`src/design/cfr_params.svh`:
```
// Offsets, field positions and reset values of the core state registers
`ifndef CFR_PARAMS_SVH
`define CFR_PARAMS_SVH

// ****************************************
// Register indices (byte address = 4 * index)
// ****************************************
`define CFR_IDX_RAM_POINTER_LOW     8'h80
`define CFR_IDX_RAM_POINTER_HIGH    8'h81
`define CFR_IDX_TABLE_READ_HIGH     8'h82
`define CFR_IDX_SECOND_POINTER_LOW  8'h83
`define CFR_IDX_SECOND_POINTER_HIGH 8'h84
`define CFR_IDX_ROM_EXTRA_POINTER   8'h85
`define CFR_IDX_ALU_STATUS_FLAGS    8'h86
`define CFR_IDX_COUNTER_LOW_BYTE    8'hCE
`define CFR_IDX_COUNTER_HIGH_BYTE   8'hCF

// ****************************************
// Flag field positions
// ****************************************
`define CFR_BIT_CARRY  2
`define CFR_BIT_NIBBLE 1
`define CFR_BIT_ZERO   0

// ****************************************
// Reset values and bus answers
// ****************************************
`define CFR_RST_FLAGS         3'h0
`define CFR_RST_EXTRA_POINTER 8'h00
`define CFR_RST_COUNTER       14'h0000
`define CFR_RESP_OKAY         2'h0
`define CFR_RESP_SLVERR       2'h2

`endif

```
`src/design/cfr_pkg.sv`:
```
// Types shared by the core state register block
package cfr_pkg;

	// ****************************************
	// Instruction kinds reported by the core
	// ****************************************
	typedef enum logic [3:0] {
		OP_NEXT,
		OP_ABSOLUTE_JUMP,
		OP_ADD,
		OP_SUBTRACT,
		OP_ROTATE_LEFT,
		OP_COMPARE_AND_SKIP,
		OP_INCREMENT_SKIP_TO_ACC,
		OP_INCREMENT_SKIP_TO_MEM,
		OP_DECREMENT_SKIP_TO_ACC,
		OP_DECREMENT_SKIP_TO_MEM,
		OP_BIT_TEST_SKIP_IF_ZERO,
		OP_BIT_TEST_SKIP_IF_ONE,
		OP_BANK0_BIT_SKIP_IF_ZERO,
		OP_BANK0_BIT_SKIP_IF_ONE,
		OP_ROM_TABLE_READ
	} cfr_op_t;

	// ****************************************
	// Register selection
	// ****************************************
	typedef enum logic [3:0] {
		SEL_NONE,
		SEL_RAM_POINTER_LOW,
		SEL_RAM_POINTER_HIGH,
		SEL_TABLE_READ_HIGH,
		SEL_SECOND_POINTER_LOW,
		SEL_SECOND_POINTER_HIGH,
		SEL_ROM_EXTRA_POINTER,
		SEL_ALU_STATUS_FLAGS,
		SEL_COUNTER_LOW_BYTE,
		SEL_COUNTER_HIGH_BYTE
	} cfr_sel_t;

endpackage

```
`src/design/cfr_core_regs.sv`:
```
// Flags, program counter and pointer registers of the 8-bit core
// Operation
// - Carry flag set on add carry, no borrow, rotate-out one, compare >= 0.
// - Nibble carry set on low nibble add carry or nibble subtract without borrow.
// - Zero flag follows whether an arithmetic, logic or branch result is zero.
// - Status register holds three flags, software read/write, zero after reset.
// - Counter is 14 bits, six high and eight low, zero after reset.
// - Counter advances by one after each ordinary instruction.
// - Absolute jump loads the target into counter bits 10 down to 0.
// - The nine skip instructions advance the counter by two when true.
// - Bit-test skip happens when tested bit equals the instruction polarity.
// - Compare-and-skip skips when accumulator equals the operand.
// - Increment-and-skip skips on wrap from FF to 00; result to acc or memory.
// - Decrement-and-skip skips on wrap from 00 to FF; result to acc or memory.
// - Low byte writes jump within the region; no carry into high byte.
// - First pointer pair is two 8-bit registers, bank high, location low.
// - Extra pointer is an 8-bit register cleared at reset, also ROM pointer.
// - Second pointer pair serves as general, indirect RAM and ROM pointer.
// - Table read puts word high byte in table register, low in accumulator.
`include "cfr_params.svh"

module cfr_core_regs #(
	parameter int ADDR_W = 12
) (
	// Clock and reset
	input  wire logic                   aclk,
	input  wire logic                   aresetn,
	// AXI4-Lite write address and data
	input  wire logic [ADDR_W-1:0]      s_axi_awaddr,
	input  wire logic                   s_axi_awvalid,
	output logic                        s_axi_awready,
	input  wire logic [31:0]            s_axi_wdata,
	input  wire logic [3:0]             s_axi_wstrb,
	input  wire logic                   s_axi_wvalid,
	output logic                        s_axi_wready,
	// AXI4-Lite write response
	output logic [1:0]                  s_axi_bresp,
	output logic                        s_axi_bvalid,
	input  wire logic                   s_axi_bready,
	// AXI4-Lite read
	input  wire logic [ADDR_W-1:0]      s_axi_araddr,
	input  wire logic                   s_axi_arvalid,
	output logic                        s_axi_arready,
	output logic [31:0]                 s_axi_rdata,
	output logic [1:0]                  s_axi_rresp,
	output logic                        s_axi_rvalid,
	input  wire logic                   s_axi_rready,
	// Instruction completion from the core
	input  wire logic                   exec_valid,
	input  wire cfr_pkg::cfr_op_t       exec_op,
	input  wire logic [10:0]            jump_target,
	input  wire logic [7:0]             accumulator,
	input  wire logic [7:0]             operand,
	input  wire logic                   tested_bit,
	input  wire logic [15:0]            rom_word,
	// Flags from other ALU operations
	input  wire logic                   alu_flag_we,
	input  wire logic [2:0]             alu_flags_in,
	// Results towards the core
	output logic [13:0]                 program_counter,
	output logic [2:0]                  alu_status_flags,
	output logic [7:0]                  result_data,
	output logic                        accumulator_load,
	output logic                        memory_write,
	output logic                        skip_taken,
	// Pointer views
	output logic [15:0]                 first_indirect_port,
	output logic [15:0]                 second_indirect_port,
	output logic [23:0]                 rom_table_pointer
);
	import cfr_pkg::*;

	// ****************************************
	// Register storage
	// ****************************************
	logic [7:0]  ram_pointer_low_ff;
	logic [7:0]  ram_pointer_high_ff;
	logic [7:0]  table_read_high_byte_ff;
	logic [7:0]  second_pointer_low_ff;
	logic [7:0]  second_pointer_high_ff;
	logic [7:0]  rom_extra_pointer_ff;
	logic [2:0]  alu_status_flags_ff;
	logic [2:0]  nxt_alu_status_flags;
	logic [13:0] program_counter_ff;
	logic [13:0] nxt_program_counter;
	logic [7:0]  result_data_ff;
	logic [7:0]  nxt_result_data;
	logic        accumulator_load_ff;
	logic        memory_write_ff;
	logic        skip_taken_ff;
	logic        skip_cond;
	logic        result_to_acc;
	logic        result_to_mem;
	logic        flag_update;
	logic [8:0]  add_sum;
	logic [8:0]  sub_diff;
	logic [7:0]  inc_value;
	logic [7:0]  dec_value;

	// ****************************************
	// Bus side state
	// ****************************************
	logic [ADDR_W-1:0] awaddr_ff;
	logic              aw_held_ff;
	logic [7:0]        wdata_ff;
	logic              wstrb_low_ff;
	logic              w_held_ff;
	logic              bvalid_ff;
	logic [1:0]        bresp_ff;
	logic              rvalid_ff;
	logic [31:0]       rdata_ff;
	logic [1:0]        rresp_ff;
	logic              wr_do;
	cfr_sel_t          wr_sel;
	cfr_sel_t          rd_sel;
	logic [7:0]        rd_byte;

	// Word address must be aligned and inside the low range
	function automatic cfr_sel_t reg_decode(input logic [ADDR_W-1:0] addr);
		logic [7:0] idx;
		idx = addr[9:2];
		if (addr[1:0] != 2'h0 || addr[ADDR_W-1:10] != '0) begin
			return SEL_NONE;
		end else if (idx == `CFR_IDX_RAM_POINTER_LOW) begin
			return SEL_RAM_POINTER_LOW;
		end else if (idx == `CFR_IDX_RAM_POINTER_HIGH) begin
			return SEL_RAM_POINTER_HIGH;
		end else if (idx == `CFR_IDX_TABLE_READ_HIGH) begin
			return SEL_TABLE_READ_HIGH;
		end else if (idx == `CFR_IDX_SECOND_POINTER_LOW) begin
			return SEL_SECOND_POINTER_LOW;
		end else if (idx == `CFR_IDX_SECOND_POINTER_HIGH) begin
			return SEL_SECOND_POINTER_HIGH;
		end else if (idx == `CFR_IDX_ROM_EXTRA_POINTER) begin
			return SEL_ROM_EXTRA_POINTER;
		end else if (idx == `CFR_IDX_ALU_STATUS_FLAGS) begin
			return SEL_ALU_STATUS_FLAGS;
		end else if (idx == `CFR_IDX_COUNTER_LOW_BYTE) begin
			return SEL_COUNTER_LOW_BYTE;
		end else if (idx == `CFR_IDX_COUNTER_HIGH_BYTE) begin
			return SEL_COUNTER_HIGH_BYTE;
		end else begin
			return SEL_NONE;
		end
	endfunction

	// ****************************************
	// AXI4-Lite slave
	// ****************************************
	assign s_axi_awready = !aw_held_ff;
	assign s_axi_wready  = !w_held_ff;
	assign s_axi_arready = !rvalid_ff;
	assign s_axi_bvalid  = bvalid_ff;
	assign s_axi_bresp   = bresp_ff;
	assign s_axi_rvalid  = rvalid_ff;
	assign s_axi_rdata   = rdata_ff;
	assign s_axi_rresp   = rresp_ff;
	// Write commits once both halves are in and no response is pending
	assign wr_do  = aw_held_ff && w_held_ff && !bvalid_ff;
	assign wr_sel = reg_decode(awaddr_ff);
	assign rd_sel = reg_decode(s_axi_araddr);

	always_ff @(posedge aclk) begin
		if (!aresetn) begin
			aw_held_ff   <= 1'b0;
			awaddr_ff    <= '0;
			w_held_ff    <= 1'b0;
			wdata_ff     <= 8'h00;
			wstrb_low_ff <= 1'b0;
		end else begin
			if (s_axi_awvalid && !aw_held_ff) begin
				aw_held_ff <= 1'b1;
				awaddr_ff  <= s_axi_awaddr;
			end else if (wr_do) begin
				aw_held_ff <= 1'b0;
			end
			if (s_axi_wvalid && !w_held_ff) begin
				w_held_ff    <= 1'b1;
				wdata_ff     <= s_axi_wdata[7:0];
				wstrb_low_ff <= s_axi_wstrb[0];
			end else if (wr_do) begin
				w_held_ff <= 1'b0;
			end
		end
	end

	always_ff @(posedge aclk) begin
		if (!aresetn) begin
			bvalid_ff <= 1'b0;
			bresp_ff  <= `CFR_RESP_OKAY;
		end else if (wr_do) begin
			bvalid_ff <= 1'b1;
			bresp_ff  <= (wr_sel == SEL_NONE) ? `CFR_RESP_SLVERR : `CFR_RESP_OKAY;
		end else if (s_axi_bready) begin
			bvalid_ff <= 1'b0;
		end
	end

	always_comb begin
		case (rd_sel)
			SEL_RAM_POINTER_LOW:     rd_byte = ram_pointer_low_ff;
			SEL_RAM_POINTER_HIGH:    rd_byte = ram_pointer_high_ff;
			SEL_TABLE_READ_HIGH:     rd_byte = table_read_high_byte_ff;
			SEL_SECOND_POINTER_LOW:  rd_byte = second_pointer_low_ff;
			SEL_SECOND_POINTER_HIGH: rd_byte = second_pointer_high_ff;
			SEL_ROM_EXTRA_POINTER:   rd_byte = rom_extra_pointer_ff;
			SEL_ALU_STATUS_FLAGS:    rd_byte = {5'h00, alu_status_flags_ff};
			SEL_COUNTER_LOW_BYTE:    rd_byte = program_counter_ff[7:0];
			SEL_COUNTER_HIGH_BYTE:   rd_byte = {2'h0, program_counter_ff[13:8]};
			default:                 rd_byte = 8'h00;
		endcase
	end

	always_ff @(posedge aclk) begin
		if (!aresetn) begin
			rvalid_ff <= 1'b0;
			rdata_ff  <= 32'h00000000;
			rresp_ff  <= `CFR_RESP_OKAY;
		end else if (s_axi_arvalid && !rvalid_ff) begin
			rvalid_ff <= 1'b1;
			rdata_ff  <= {24'h000000, rd_byte};
			rresp_ff  <= (rd_sel == SEL_NONE) ? `CFR_RESP_SLVERR : `CFR_RESP_OKAY;
		end else if (s_axi_rready) begin
			rvalid_ff <= 1'b0;
		end
	end

	// ****************************************
	// Instruction effects
	// ****************************************
	assign add_sum   = {1'b0, accumulator} + {1'b0, operand};
	assign sub_diff  = {1'b0, accumulator} - {1'b0, operand};
	assign inc_value = operand + 8'h01;
	assign dec_value = operand - 8'h01;

	always_comb begin
		skip_cond            = 1'b0;
		result_to_acc        = 1'b0;
		result_to_mem        = 1'b0;
		flag_update          = 1'b0;
		nxt_result_data      = result_data_ff;
		nxt_alu_status_flags = alu_status_flags_ff;
		if (exec_valid) begin
			case (exec_op)
				OP_ADD: begin
					flag_update     = 1'b1;
					result_to_acc   = 1'b1;
					nxt_result_data = add_sum[7:0];
					nxt_alu_status_flags[`CFR_BIT_CARRY] = add_sum[8];
					nxt_alu_status_flags[`CFR_BIT_NIBBLE] =
						({1'b0, accumulator[3:0]} + {1'b0, operand[3:0]}) > 5'h0F;
					nxt_alu_status_flags[`CFR_BIT_ZERO] = (add_sum[7:0] == 8'h00);
				end
				OP_SUBTRACT: begin
					flag_update     = 1'b1;
					result_to_acc   = 1'b1;
					nxt_result_data = sub_diff[7:0];
					nxt_alu_status_flags[`CFR_BIT_CARRY] = !sub_diff[8];
					nxt_alu_status_flags[`CFR_BIT_NIBBLE] = accumulator[3:0] >= operand[3:0];
					nxt_alu_status_flags[`CFR_BIT_ZERO]   = (sub_diff[7:0] == 8'h00);
				end
				OP_ROTATE_LEFT: begin
					flag_update     = 1'b1;
					result_to_acc   = 1'b1;
					nxt_result_data = {accumulator[6:0], alu_status_flags_ff[`CFR_BIT_CARRY]};
					nxt_alu_status_flags[`CFR_BIT_CARRY] = accumulator[7];
				end
				OP_COMPARE_AND_SKIP: begin
					flag_update = 1'b1;
					skip_cond   = (accumulator == operand);
					nxt_alu_status_flags[`CFR_BIT_CARRY] = accumulator >= operand;
					nxt_alu_status_flags[`CFR_BIT_ZERO]  = (accumulator == operand);
				end
				OP_INCREMENT_SKIP_TO_ACC, OP_INCREMENT_SKIP_TO_MEM: begin
					skip_cond       = (operand == 8'hFF);
					nxt_result_data = inc_value;
					result_to_acc   = (exec_op == OP_INCREMENT_SKIP_TO_ACC);
					result_to_mem   = (exec_op == OP_INCREMENT_SKIP_TO_MEM);
				end
				OP_DECREMENT_SKIP_TO_ACC, OP_DECREMENT_SKIP_TO_MEM: begin
					skip_cond       = (operand == 8'h00);
					nxt_result_data = dec_value;
					result_to_acc   = (exec_op == OP_DECREMENT_SKIP_TO_ACC);
					result_to_mem   = (exec_op == OP_DECREMENT_SKIP_TO_MEM);
				end
				OP_BIT_TEST_SKIP_IF_ZERO, OP_BANK0_BIT_SKIP_IF_ZERO: skip_cond = !tested_bit;
				OP_BIT_TEST_SKIP_IF_ONE, OP_BANK0_BIT_SKIP_IF_ONE:   skip_cond = tested_bit;
				OP_ROM_TABLE_READ: begin
					result_to_acc   = 1'b1;
					nxt_result_data = rom_word[7:0];
				end
				default: skip_cond = 1'b0;
			endcase
		end
		// all three flags from other ALU operations
		if (!flag_update && alu_flag_we) begin
			nxt_alu_status_flags = alu_flags_in;
		end
	end

	// Hardware flag update outranks a software write in the same cycle
	// flags readable and writable
	always_ff @(posedge aclk) begin
		if (!aresetn) begin
			alu_status_flags_ff <= `CFR_RST_FLAGS;
		end else if (exec_valid && flag_update || alu_flag_we) begin
			alu_status_flags_ff <= nxt_alu_status_flags;
		end else if (wr_do && wstrb_low_ff && wr_sel == SEL_ALU_STATUS_FLAGS) begin
			alu_status_flags_ff <= wdata_ff[2:0];
		end
	end

	always_comb begin
		nxt_program_counter = program_counter_ff;
		if (wr_do && wstrb_low_ff && wr_sel == SEL_COUNTER_LOW_BYTE) begin
			nxt_program_counter = {program_counter_ff[13:8], wdata_ff};
		end else if (wr_do && wstrb_low_ff && wr_sel == SEL_COUNTER_HIGH_BYTE) begin
			nxt_program_counter = {wdata_ff[5:0], program_counter_ff[7:0]};
		end else if (exec_valid) begin
			if (exec_op == OP_ABSOLUTE_JUMP) begin
				nxt_program_counter = {program_counter_ff[13:11], jump_target};
			end else if (skip_cond) begin
				nxt_program_counter = program_counter_ff + 14'h0002;
			end else begin
				nxt_program_counter = program_counter_ff + 14'h0001;
			end
		end
	end

	always_ff @(posedge aclk) begin
		if (!aresetn) begin
			program_counter_ff <= `CFR_RST_COUNTER;
		end else begin
			program_counter_ff <= nxt_program_counter;
		end
	end

	always_ff @(posedge aclk) begin
		if (!aresetn) begin
			result_data_ff      <= 8'h00;
			accumulator_load_ff <= 1'b0;
			memory_write_ff     <= 1'b0;
			skip_taken_ff       <= 1'b0;
		end else begin
			result_data_ff      <= nxt_result_data;
			accumulator_load_ff <= result_to_acc;
			memory_write_ff     <= result_to_mem;
			skip_taken_ff       <= skip_cond;
		end
	end

	// ****************************************
	// Working and pointer registers
	// ****************************************
	// Contents are undefined after reset, so no reset term here
	// first and second pointer pairs
	always_ff @(posedge aclk) begin
		if (wr_do && wstrb_low_ff) begin
			if (wr_sel == SEL_RAM_POINTER_LOW) ram_pointer_low_ff <= wdata_ff;
			if (wr_sel == SEL_RAM_POINTER_HIGH) ram_pointer_high_ff <= wdata_ff;
			if (wr_sel == SEL_SECOND_POINTER_LOW) second_pointer_low_ff <= wdata_ff;
			if (wr_sel == SEL_SECOND_POINTER_HIGH) second_pointer_high_ff <= wdata_ff;
		end
	end

	// high byte capture wins over software
	always_ff @(posedge aclk) begin
		if (exec_valid && exec_op == OP_ROM_TABLE_READ) begin
			table_read_high_byte_ff <= rom_word[15:8];
		end else if (wr_do && wstrb_low_ff && wr_sel == SEL_TABLE_READ_HIGH) begin
			table_read_high_byte_ff <= wdata_ff;
		end
	end

	always_ff @(posedge aclk) begin
		if (!aresetn) begin
			rom_extra_pointer_ff <= `CFR_RST_EXTRA_POINTER;
		end else if (wr_do && wstrb_low_ff && wr_sel == SEL_ROM_EXTRA_POINTER) begin
			rom_extra_pointer_ff <= wdata_ff;
		end
	end

	assign program_counter      = program_counter_ff;
	assign alu_status_flags     = alu_status_flags_ff;
	assign result_data          = result_data_ff;
	assign accumulator_load     = accumulator_load_ff;
	assign memory_write         = memory_write_ff;
	assign skip_taken           = skip_taken_ff;
	assign first_indirect_port  = {ram_pointer_high_ff, ram_pointer_low_ff};
	// second pair as RAM and ROM pointer
	assign second_indirect_port = {second_pointer_high_ff, second_pointer_low_ff};
	assign rom_table_pointer    = {rom_extra_pointer_ff, second_pointer_high_ff,
		second_pointer_low_ff};

	logic counter_bus_write;
	assign counter_bus_write = wr_do && wstrb_low_ff &&
		(wr_sel == SEL_COUNTER_LOW_BYTE || wr_sel == SEL_COUNTER_HIGH_BYTE);
endmodule // cfr_core_regs

```
`config.mk`:
```
export PLATFORM = sky130hd
export DESIGN_NAME = cfr_core_regs
export DESIGN_NICKNAME = d
export VERILOG_FILES = /design/src/design/cfr_pkg.sv /design/src/design/cfr_core_regs.sv
export VERILOG_INCLUDE_DIRS = /design/src /design/src/design
export SDC_FILE = /design/constraint.sdc
export NUM_CORES = 1
export LEC_CHECK = 0
export ABC_CLOCK_PERIOD_IN_PS = 4160
export BUFFER_PORTS_ARGS = -buffer_cell sky130_fd_sc_hd__buf_2
export CORE_AREA = 4 4 124 126
export CTS_CLUSTER_SIZE = 12
export DETAILED_ROUTE_END_ITERATION = 7
export DIE_AREA = 0 0 128 130
export PLACE_DENSITY_LB_ADDON = 0.25
export SLEW_MARGIN = 20
export SYNTH_ARGS = -nofsm -noshare
export SYNTH_HDL_FRONTEND = slang
export SYNTH_SLANG_ARGS = --single-unit
```
`constraint.sdc`:
```
create_clock -name aclk -period 4.16 [get_ports aclk]
set_input_delay 0.832 -clock aclk [delete_from_list [all_inputs] [get_ports aclk]]
set_output_delay 0.832 -clock aclk [all_outputs]
set_load 0.02 [all_outputs]
```
==> results.md, run 1 <==
* Status: finished clean
* Synth unique cells at ~80
* Via count of the first global-routing pass at 6449
* Net count, final at ~1100
* Die Span Y at 130 um
* Crit-path cells: buf_2, inv_1, ha_1, nand4_1, nor3_2, a221oi_2, mux2_4, and2_4, or4_1, a311oi_1
* Via Count at ~7100
* Post-DP HPWL at 17200 um
* MaxCap Viol Count at 0
* R2r worst-path depth at 6
* Period minus WS final at 3.11 ns
* Crit share post-route at 74.8%
* RePlAce Congestion at ~0.96
* Number of post-CTS setup repair buffers at 0
* Clock buffer depth at 2
* Syn avg cell area at 8.63 sq um
* Worst slew pin tran at about 0.95 ns
* Cell Pwr Density at 299 mW/mm^2
* Setup Crit Path Kind: input port to flip-flop
* H-tree levels at 3
* Area grow syn2layout at 16.9%
* Number of synthesized flops with an enable pin at 40
* RSZ-0062 raised after global routing: false
* CP bufs+invs at 2
* Critical hold path startpoint: s_axi_rdata[4]
* Rows at 44
* Die X at approximately 130 um
* Synth top area share at 19.7%
* WL met2 at 10500 um
* All-Layer GR Usage at between 20% and 30%
* Fmax at 321 MHz
* Max Fanout on Critical Path at 9
* CP delay by family, top: simple AND/OR/NAND/NOR gates
* Worst min path class: flip-flop to flip-flop
* CTS tree: built
* Post-route setup slack at 1.05 ns
* Largest cells by area after synthesis: dfxtp_1, edfxtp_1, nand2_1
* Endpoint type of the worst setup path: flip-flop
* Pleak at roughly 3.6 nW
* Max stage delay on crit path at roughly 0.50 ns
* Post-Synthesis Cell Area at 0.00720 sq mm
* Pins Over Slew Limit at 0
* Routed met3 length at 1880 um
* Max layer used: met4
* Number of I/O port buffers at 191
* Worst-path clk slew at about 0.07 ns
* IO Count at 245
* Reg-to-Reg Start: aw_held_ff
* First-pass GRT wire length at 33800 um
* Synth Warn # at 0
* Worst slack, placed at 0.678 ns
* Residual DRC at 0
* Fillers at between 1000 and 1500
* Cts bufs inserted at 9
* Drt pass-1 iters at 5
* RR Endpoint: alu_status_flags[2]
* Fin. Hold Viols at 0
* Worst reg-to-reg setup slack at 1.46 ns
* GR Overflow Total at 0
* Hold EP: s_axi_rdata[4]
* Synth Flop Type: dfxtp_1
* Peak supply drop at roughly 0.00018 V
* Die ar. at roughly 0.017 sq mm
* Post_cts resized at 0
* Clock sinks at 111
* Worst skew pair latency at between 0.3 and 0.4 ns
* Initial antenna violation count at 1
* Clock Skew at 0.00795 ns
* WHS Path Cells at 2
* Yosys top cell by area: dfxtp_1
* Largest net degree at the start of global routing at 28
* Final ANT Viol Nets at 0
* Critical path arrival at 3.37 ns
* Critical-path top delay cell: or4_1
* Top post-synthesis cells by count: nand2_1, dfxtp_1, a21oi_1
* Crit path required time at 4.42 ns
* Routed wire length at 22100 um
* Core area at 0.0143 sq mm
* Via density at 5.93
* Startpoint Class: input port
* Mapped Cells at 835
* Count leader, synth: nand2_1
* Async SR Flop Fraction at 0%
* Post-CTS Hold Buffers at 0
* WL per Instance at 18.5 um
* Slew HR at a little over a third
* Synthesized flop and latch total at 111
* Clk root buf: clkbuf_16
* Post-synthesis sequential area ratio at about 36%
* Setup TNS at 0 ns
* Initial core utilization at 50.3%
* Largest register FFs at 14
* Met1 wire length at 8810 um
* DRT iter0 DRCs at roughly 620
* Fraction of layout cells with a size suffix above 1 at 25.4%
* Finish-stage setup viols at 0
-- power by group --
group          total (mW)  switching [mW]  internal (mW)  leakage [nW]
sequential           1.21          0.0554           1.16         0.964
combinational       0.486           0.301          0.185          2.49
clock               0.822           0.409          0.413         0.137
total                2.52           0.766           1.76          3.59
-- worst max-delay path by stage --
stage	end	cells past startpoint	start	slack, ns
2_1_floorplan	result_data[7]	10	exec_op[1]	1.02
3_3_place_gp	program_counter[12]	10	operand[4]	0.70
3_5_place_dp	program_counter[12]	10	operand[2]	0.68
4_1_cts	program_counter[12]	10	operand[2]	1.05
5_1_grt	program_counter[12]	10	operand[4]	0.87
6_report	program_counter[12]	10	operand[2]	1.05
-- metal layers --
metal	vias to the layer above	track usage, %
met4	0	12.5
li1	3361	-
met3	54	3.93
met1	3289	32.6
met2	349	43.7
met5	-	0
-- kinds of logic (layout without fill, tap and decap cells) --
logic type / after synthesis / after routing / synth area share, %
muxes: 33 / 33 / 4.86
xor gates and xnor gates: 25 / 25 / 3.04
AOI/OAI and AO/OA: 234 / 234 / 21.5
and+or+nand+nor: 294 / 294 / 21.0
adders and majority gates: 27 / 27 / 5.00
other: 1 / 27 / 0.0521
DFF: 111 / 111 / 36.4
buffers and inverters: 110 / 255 / 8.18
-- worst min-delay path, delay by kind of cell (launching register included) --
kind	cells	cell delay, ns
simple gates	1	0.04
flops	1	0.32
compound gates	1	0.05
-- placed cells by master, fill, tap and decap left out, drive strengths merged, types with 9 or more instances in the layout --
cell | synthesis | layout
o21ai | 45 | 45
o21a | 9 | 9
xor2 | 12 | 12
inv | 31 | 34
dfxtp | 71 | 71
nand3 | 25 | 25
nand2 | 100 | 100
mux2 | 13 | 13
edfxtp | 40 | 40
and2 | 9 | 9
nor4 | 11 | 11
mux2i | 20 | 20
a21oi | 70 | 70
nand4 | 12 | 12
a22oi | 16 | 16
xnor2 | 13 | 13
nor2 | 53 | 53
nor2b | 9 | 9
nor3 | 26 | 26
and3 | 11 | 11
ha | 24 | 24
a211oi | 9 | 9
a31oi | 10 | 10
conb | 1 | 26
buf | 54 | 208
clkbuf | 25 | 9
-- area by class of cell --
class                      instances  area [sq um]  share of cell area (%)
multi-input combinational        639          4090                    48.5
sequential                       111          2620                    31.2
timing repair buffer             208          1080                    12.9
tap                              184           230                    2.73
clock buffer                       9           225                    2.68
inverter                          31           116                    1.38
clock inverter                     7          52.6                   0.624
antenna                            1          2.50                  0.0297
-- per-stage QoR --
stage / util (%) / std cells / power, mW / hold WS (ns) / instance area [sq um]
2_1_floorplan: - / 860 / 1.56 / 0.432 / 7300
3_3_place_gp: 56.9 / 1173 / 1.71 / 0.431 / 8140
3_5_place_dp: 56.9 / 1173 / 1.72 / 0.439 / 8140
4_1_cts: 58.8 / 1189 / 2.53 / 0.457 / 8420
5_1_grt: 58.8 / 1190 / 2.63 / 0.470 / 8420
6_report: 58.8 / 1190 / 2.52 / 0.453 / 8420
No activity file was read; power rests on OpenSTA's default activity.
==> inputs of run 2 (changes only) <==
--- a/config.mk
+++ b/config.mk
@@ -6,12 +6,13 @@
 export SDC_FILE = /design/constraint.sdc
 export NUM_CORES = 1
 export LEC_CHECK = 0
-export ABC_CLOCK_PERIOD_IN_PS = 4160
+export ABC_AREA = 1
+export ABC_CLOCK_PERIOD_IN_PS = 3250
 export BUFFER_PORTS_ARGS = -buffer_cell sky130_fd_sc_hd__buf_2
-export CORE_AREA = 4 4 124 126
+export CORE_AREA = 4 4 128 130
 export CTS_CLUSTER_SIZE = 12
 export DETAILED_ROUTE_END_ITERATION = 7
-export DIE_AREA = 0 0 128 130
+export DIE_AREA = 0 0 132 134
 export PLACE_DENSITY_LB_ADDON = 0.25
 export SLEW_MARGIN = 20
 export SYNTH_ARGS = -nofsm -noshare
==> constraint.sdc (replaced) <==
create_clock -name aclk -period 3.25 [get_ports aclk]
set_input_delay 0.65 -clock aclk [delete_from_list [all_inputs] [get_ports aclk]]
set_output_delay 0.65 -clock aclk [all_outputs]
set_load 0.02 [all_outputs]
==> results.md, run 2 <==
* Status: finished clean
* Design area at 0.00923 sq mm
* Post-Synthesis Cell Area at 0.00801 sq mm
* Cell Pwr Density at around 370 mW/mm^2
* Max Fanout on Critical Path at 6
* First-pass GRT wire length at ~39000 um
* Critical path arrival at 2.87 ns
* Top post-synthesis cells by count: nand2_1, nor2_1, inv_1
* Initial antenna violation count at 3
* GRT met2 Usage at between 40 and 50%
* Via count of the first global-routing pass at 7561
* Post-DP HPWL at 19400 um
* Syn avg cell area at 7.04 sq um
* Worst skew pair latency at 0.35 ns
* Rows at 45
* Met1 Usage GRT at 36.0%
* Compound-gate portion of the synthesized area at 14.8%
* Fmax at 387 MHz
* Fin. Hold Viols at 0
* Net Sw Frac at 31.3%
* Yosys top cell by area: dfxtp_1
* MaxCap Viol Count at 0
* Die Span Y at 134 um
* Crit share post-route at 79.4%
* Largest cells by area after synthesis: dfxtp_1, edfxtp_1, nand2_1
* Combinational Power Share at 20.5%
* Period minus WS final at approximately 2.6 ns
* Synth Flop Type: dfxtp_1
* R2r worst-path depth at 7
* Reg power frac at 46.2%
* Net count, final at 1459
* Synthesized flop and latch total at 111
* Pleak at about 4.6 nW
* Critical hold path startpoint: result_data[3]
* Peak supply drop at ~0.00029 V
* Number of I/O port buffers at 191
* Clock buffer depth at 2
* Clk root buf: clkbuf_16
* RSZ-0062 raised after global routing: false
* Post-CTS Hold Buffers at 0
* Setup TNS at 0 ns
* Routed wire length at 24700 um
* Slew HR at 42.1%
* Leading cell types in the layout, fill and taps excluded: nand2_1, buf_2, nor2_1
* DRT iter0 DRCs at 691
* Die ar. at 0.0177 sq mm
* Startpoint Class: input port
* Mapped Cells at 1139
* Most common cell after layout, fill and taps aside: nand2_1
* Clock network power share at 33.4%
* Number of synthesized flops with an enable pin at 40
* Async SR Flop Fraction at 0%
* Core area at about 0.015 sq mm
* Synth unique cells at 56
* Via Count at 8164
* CTS tree: built
* Clock Skew at between 0.008 and 0.009 ns
* Die X at 132 um
* Adder-cell share of the synthesized area at 4.50%
* Number of post-CTS setup repair buffers at 0
* Fillers at ~1500
* Fraction of layout cells with a size suffix above 1 at 22.7%
* Final ANT Viol Nets at 0
* Net Switching at roughly 1.1 mW
* Post-synthesis mux area share at 0%
* GR Overflow Total at 0
* Synth top area share at approximately 18%
* Largest net degree at the start of global routing at between 40 and 50
* Initial core utilization at 52.9%
* All-Layer GR Usage at 27.1%
* Worst reg-to-reg setup slack at 0.83 ns
* GR Layer Usage met3 at a little under 6%
* GRT busiest layer: met2
* Simple-gate area share of the yosys netlist at 33.1%
* Clock sinks at 111
* Worst min path class: flip-flop to flip-flop
* Reg-to-Reg Start: awaddr_ff[0]
* Post-synthesis sequential area ratio at 32.7%
* Count leader, synth: nand2_1
* Internal Power at around 2.3 mW
* Xor/xnor share of the synthesized area at 2.62%
* Largest register FFs at 14
* Via density at 5.42
* RR Endpoint: second_pointer_high_ff[0]
* IO Count at roughly 250
* Endpoint type of the worst setup path: flip-flop
* WHS Path Cells at 2
* Post-DP Area at 0.00893 sq mm
* WL per Instance at 16.4 um
* Synth Warn # at 0
* Cts bufs inserted at 9
* Drt pass-1 iters at 5
* Worst setup startpoint: exec_op[2]
* Crit path required time at 3.54 ns
* Area grow syn2layout at 15.2%
* Worst slew pin tran at 0.865 ns
* H-tree levels at 3
* Pins Over Slew Limit at 0
* Hold EP: result_data[3]
* Largest family of logic cells by synthesized area: simple AND/OR/NAND/NOR gates
* Worst-path clk slew at 0.07 ns
* Post_cts resized at 0
* Setup Crit Path Kind: input port to flip-flop
* RePlAce Congestion at about 0.95
* Finish-stage setup viols at 0
* Residual DRC at 0
-- run 2: cell count changes after synthesis, sizes merged, moves of 18 or more --
cell and delta:
nand3 +57, mux2i -20, a21oi +24, nor2 +106
nand2 +182, inv +117, o21ai +18
-- run 2: worst max-delay path, stage by stage --
cell     delay, ns
buf_2         0.12
inv_1         0.12
nand3_2       0.16
inv_1         0.22
ha_1          0.27
inv_1         0.08
nor2_1        0.05
o21ai_0       0.23
nand2_1       0.08
nand2_1       0.09
nand2_1       0.06
a21oi_1       0.18
nor2_1        0.06
nor2_1        0.08
nand2_1       0.06
nand3_1       0.12
nand3_1       0.10
a21oi_1       0.13
-- run 2: how the worst max path moves through the flow --
| stage | end | slack [ns] | cells after the start |
|---|---|---|---|
| 2_1_floorplan | result_data[6] | 0.89 | 17 |
| 3_3_place_gp | result_data[6] | 0.40 | 18 |
| 3_5_place_dp | result_data[6] | 0.36 | 18 |
| 4_1_cts | result_data[6] | 0.72 | 18 |
| 5_1_grt | result_data[6] | 0.30 | 18 |
| 6_report | result_data[6] | 0.67 | 18 |
-- run 2: final cells by class --
type,instances,area [sq um],area share [%]
antenna,1,2.50,0.0271
multi-input combinational,843,4510,48.8
clock buffer,11,233,2.52
timing repair buffer,198,1010,10.9
clock inverter,5,66.3,0.718
tap,188,235,2.55
inverter,149,559,6.06
sequential,111,2620,28.4
-- run 2: stage by stage --
step	utilization, %	power, mW	cells	hold slack [ns]	setup slack [ns]
finish	61.0	3.40	1506	0.469	0.669
global route	61.0	3.54	1506	0.497	0.296
CTS	60.9	3.40	1505	0.473	0.723
detailed placement	59.0	2.28	1489	0.460	0.357
global placement	59.0	2.27	1489	0.459	0.398
floorplan	-	2.07	1164	0.464	0.891
-- run 2: per-layer routing --
metal	wire length (um)	up-vias
li1	-	4024
met1	10300	3673
met2	11400	401
met3	2300	62
met4	723	4
met5	21	-
-- run 2: logic make-up after synthesis --
kind of cell / count (synthesis)
simple gates: 566
buf+inv: 210
compound gates: 200
flops: 111
fa+ha+maj: 27
xor+xnor: 24
other cells: 1
-- run 2: power by group through the flow --
stage	combinational [mW]	clock, mW	sequential, mW
6_report	0.695	1.13	1.57
5_1_grt	0.776	1.19	1.57
4_1_cts	0.687	1.14	1.56
3_5_place_dp	0.683	0	1.60
3_3_place_gp	0.676	0	1.60
2_1_floorplan	0.464	0	1.60
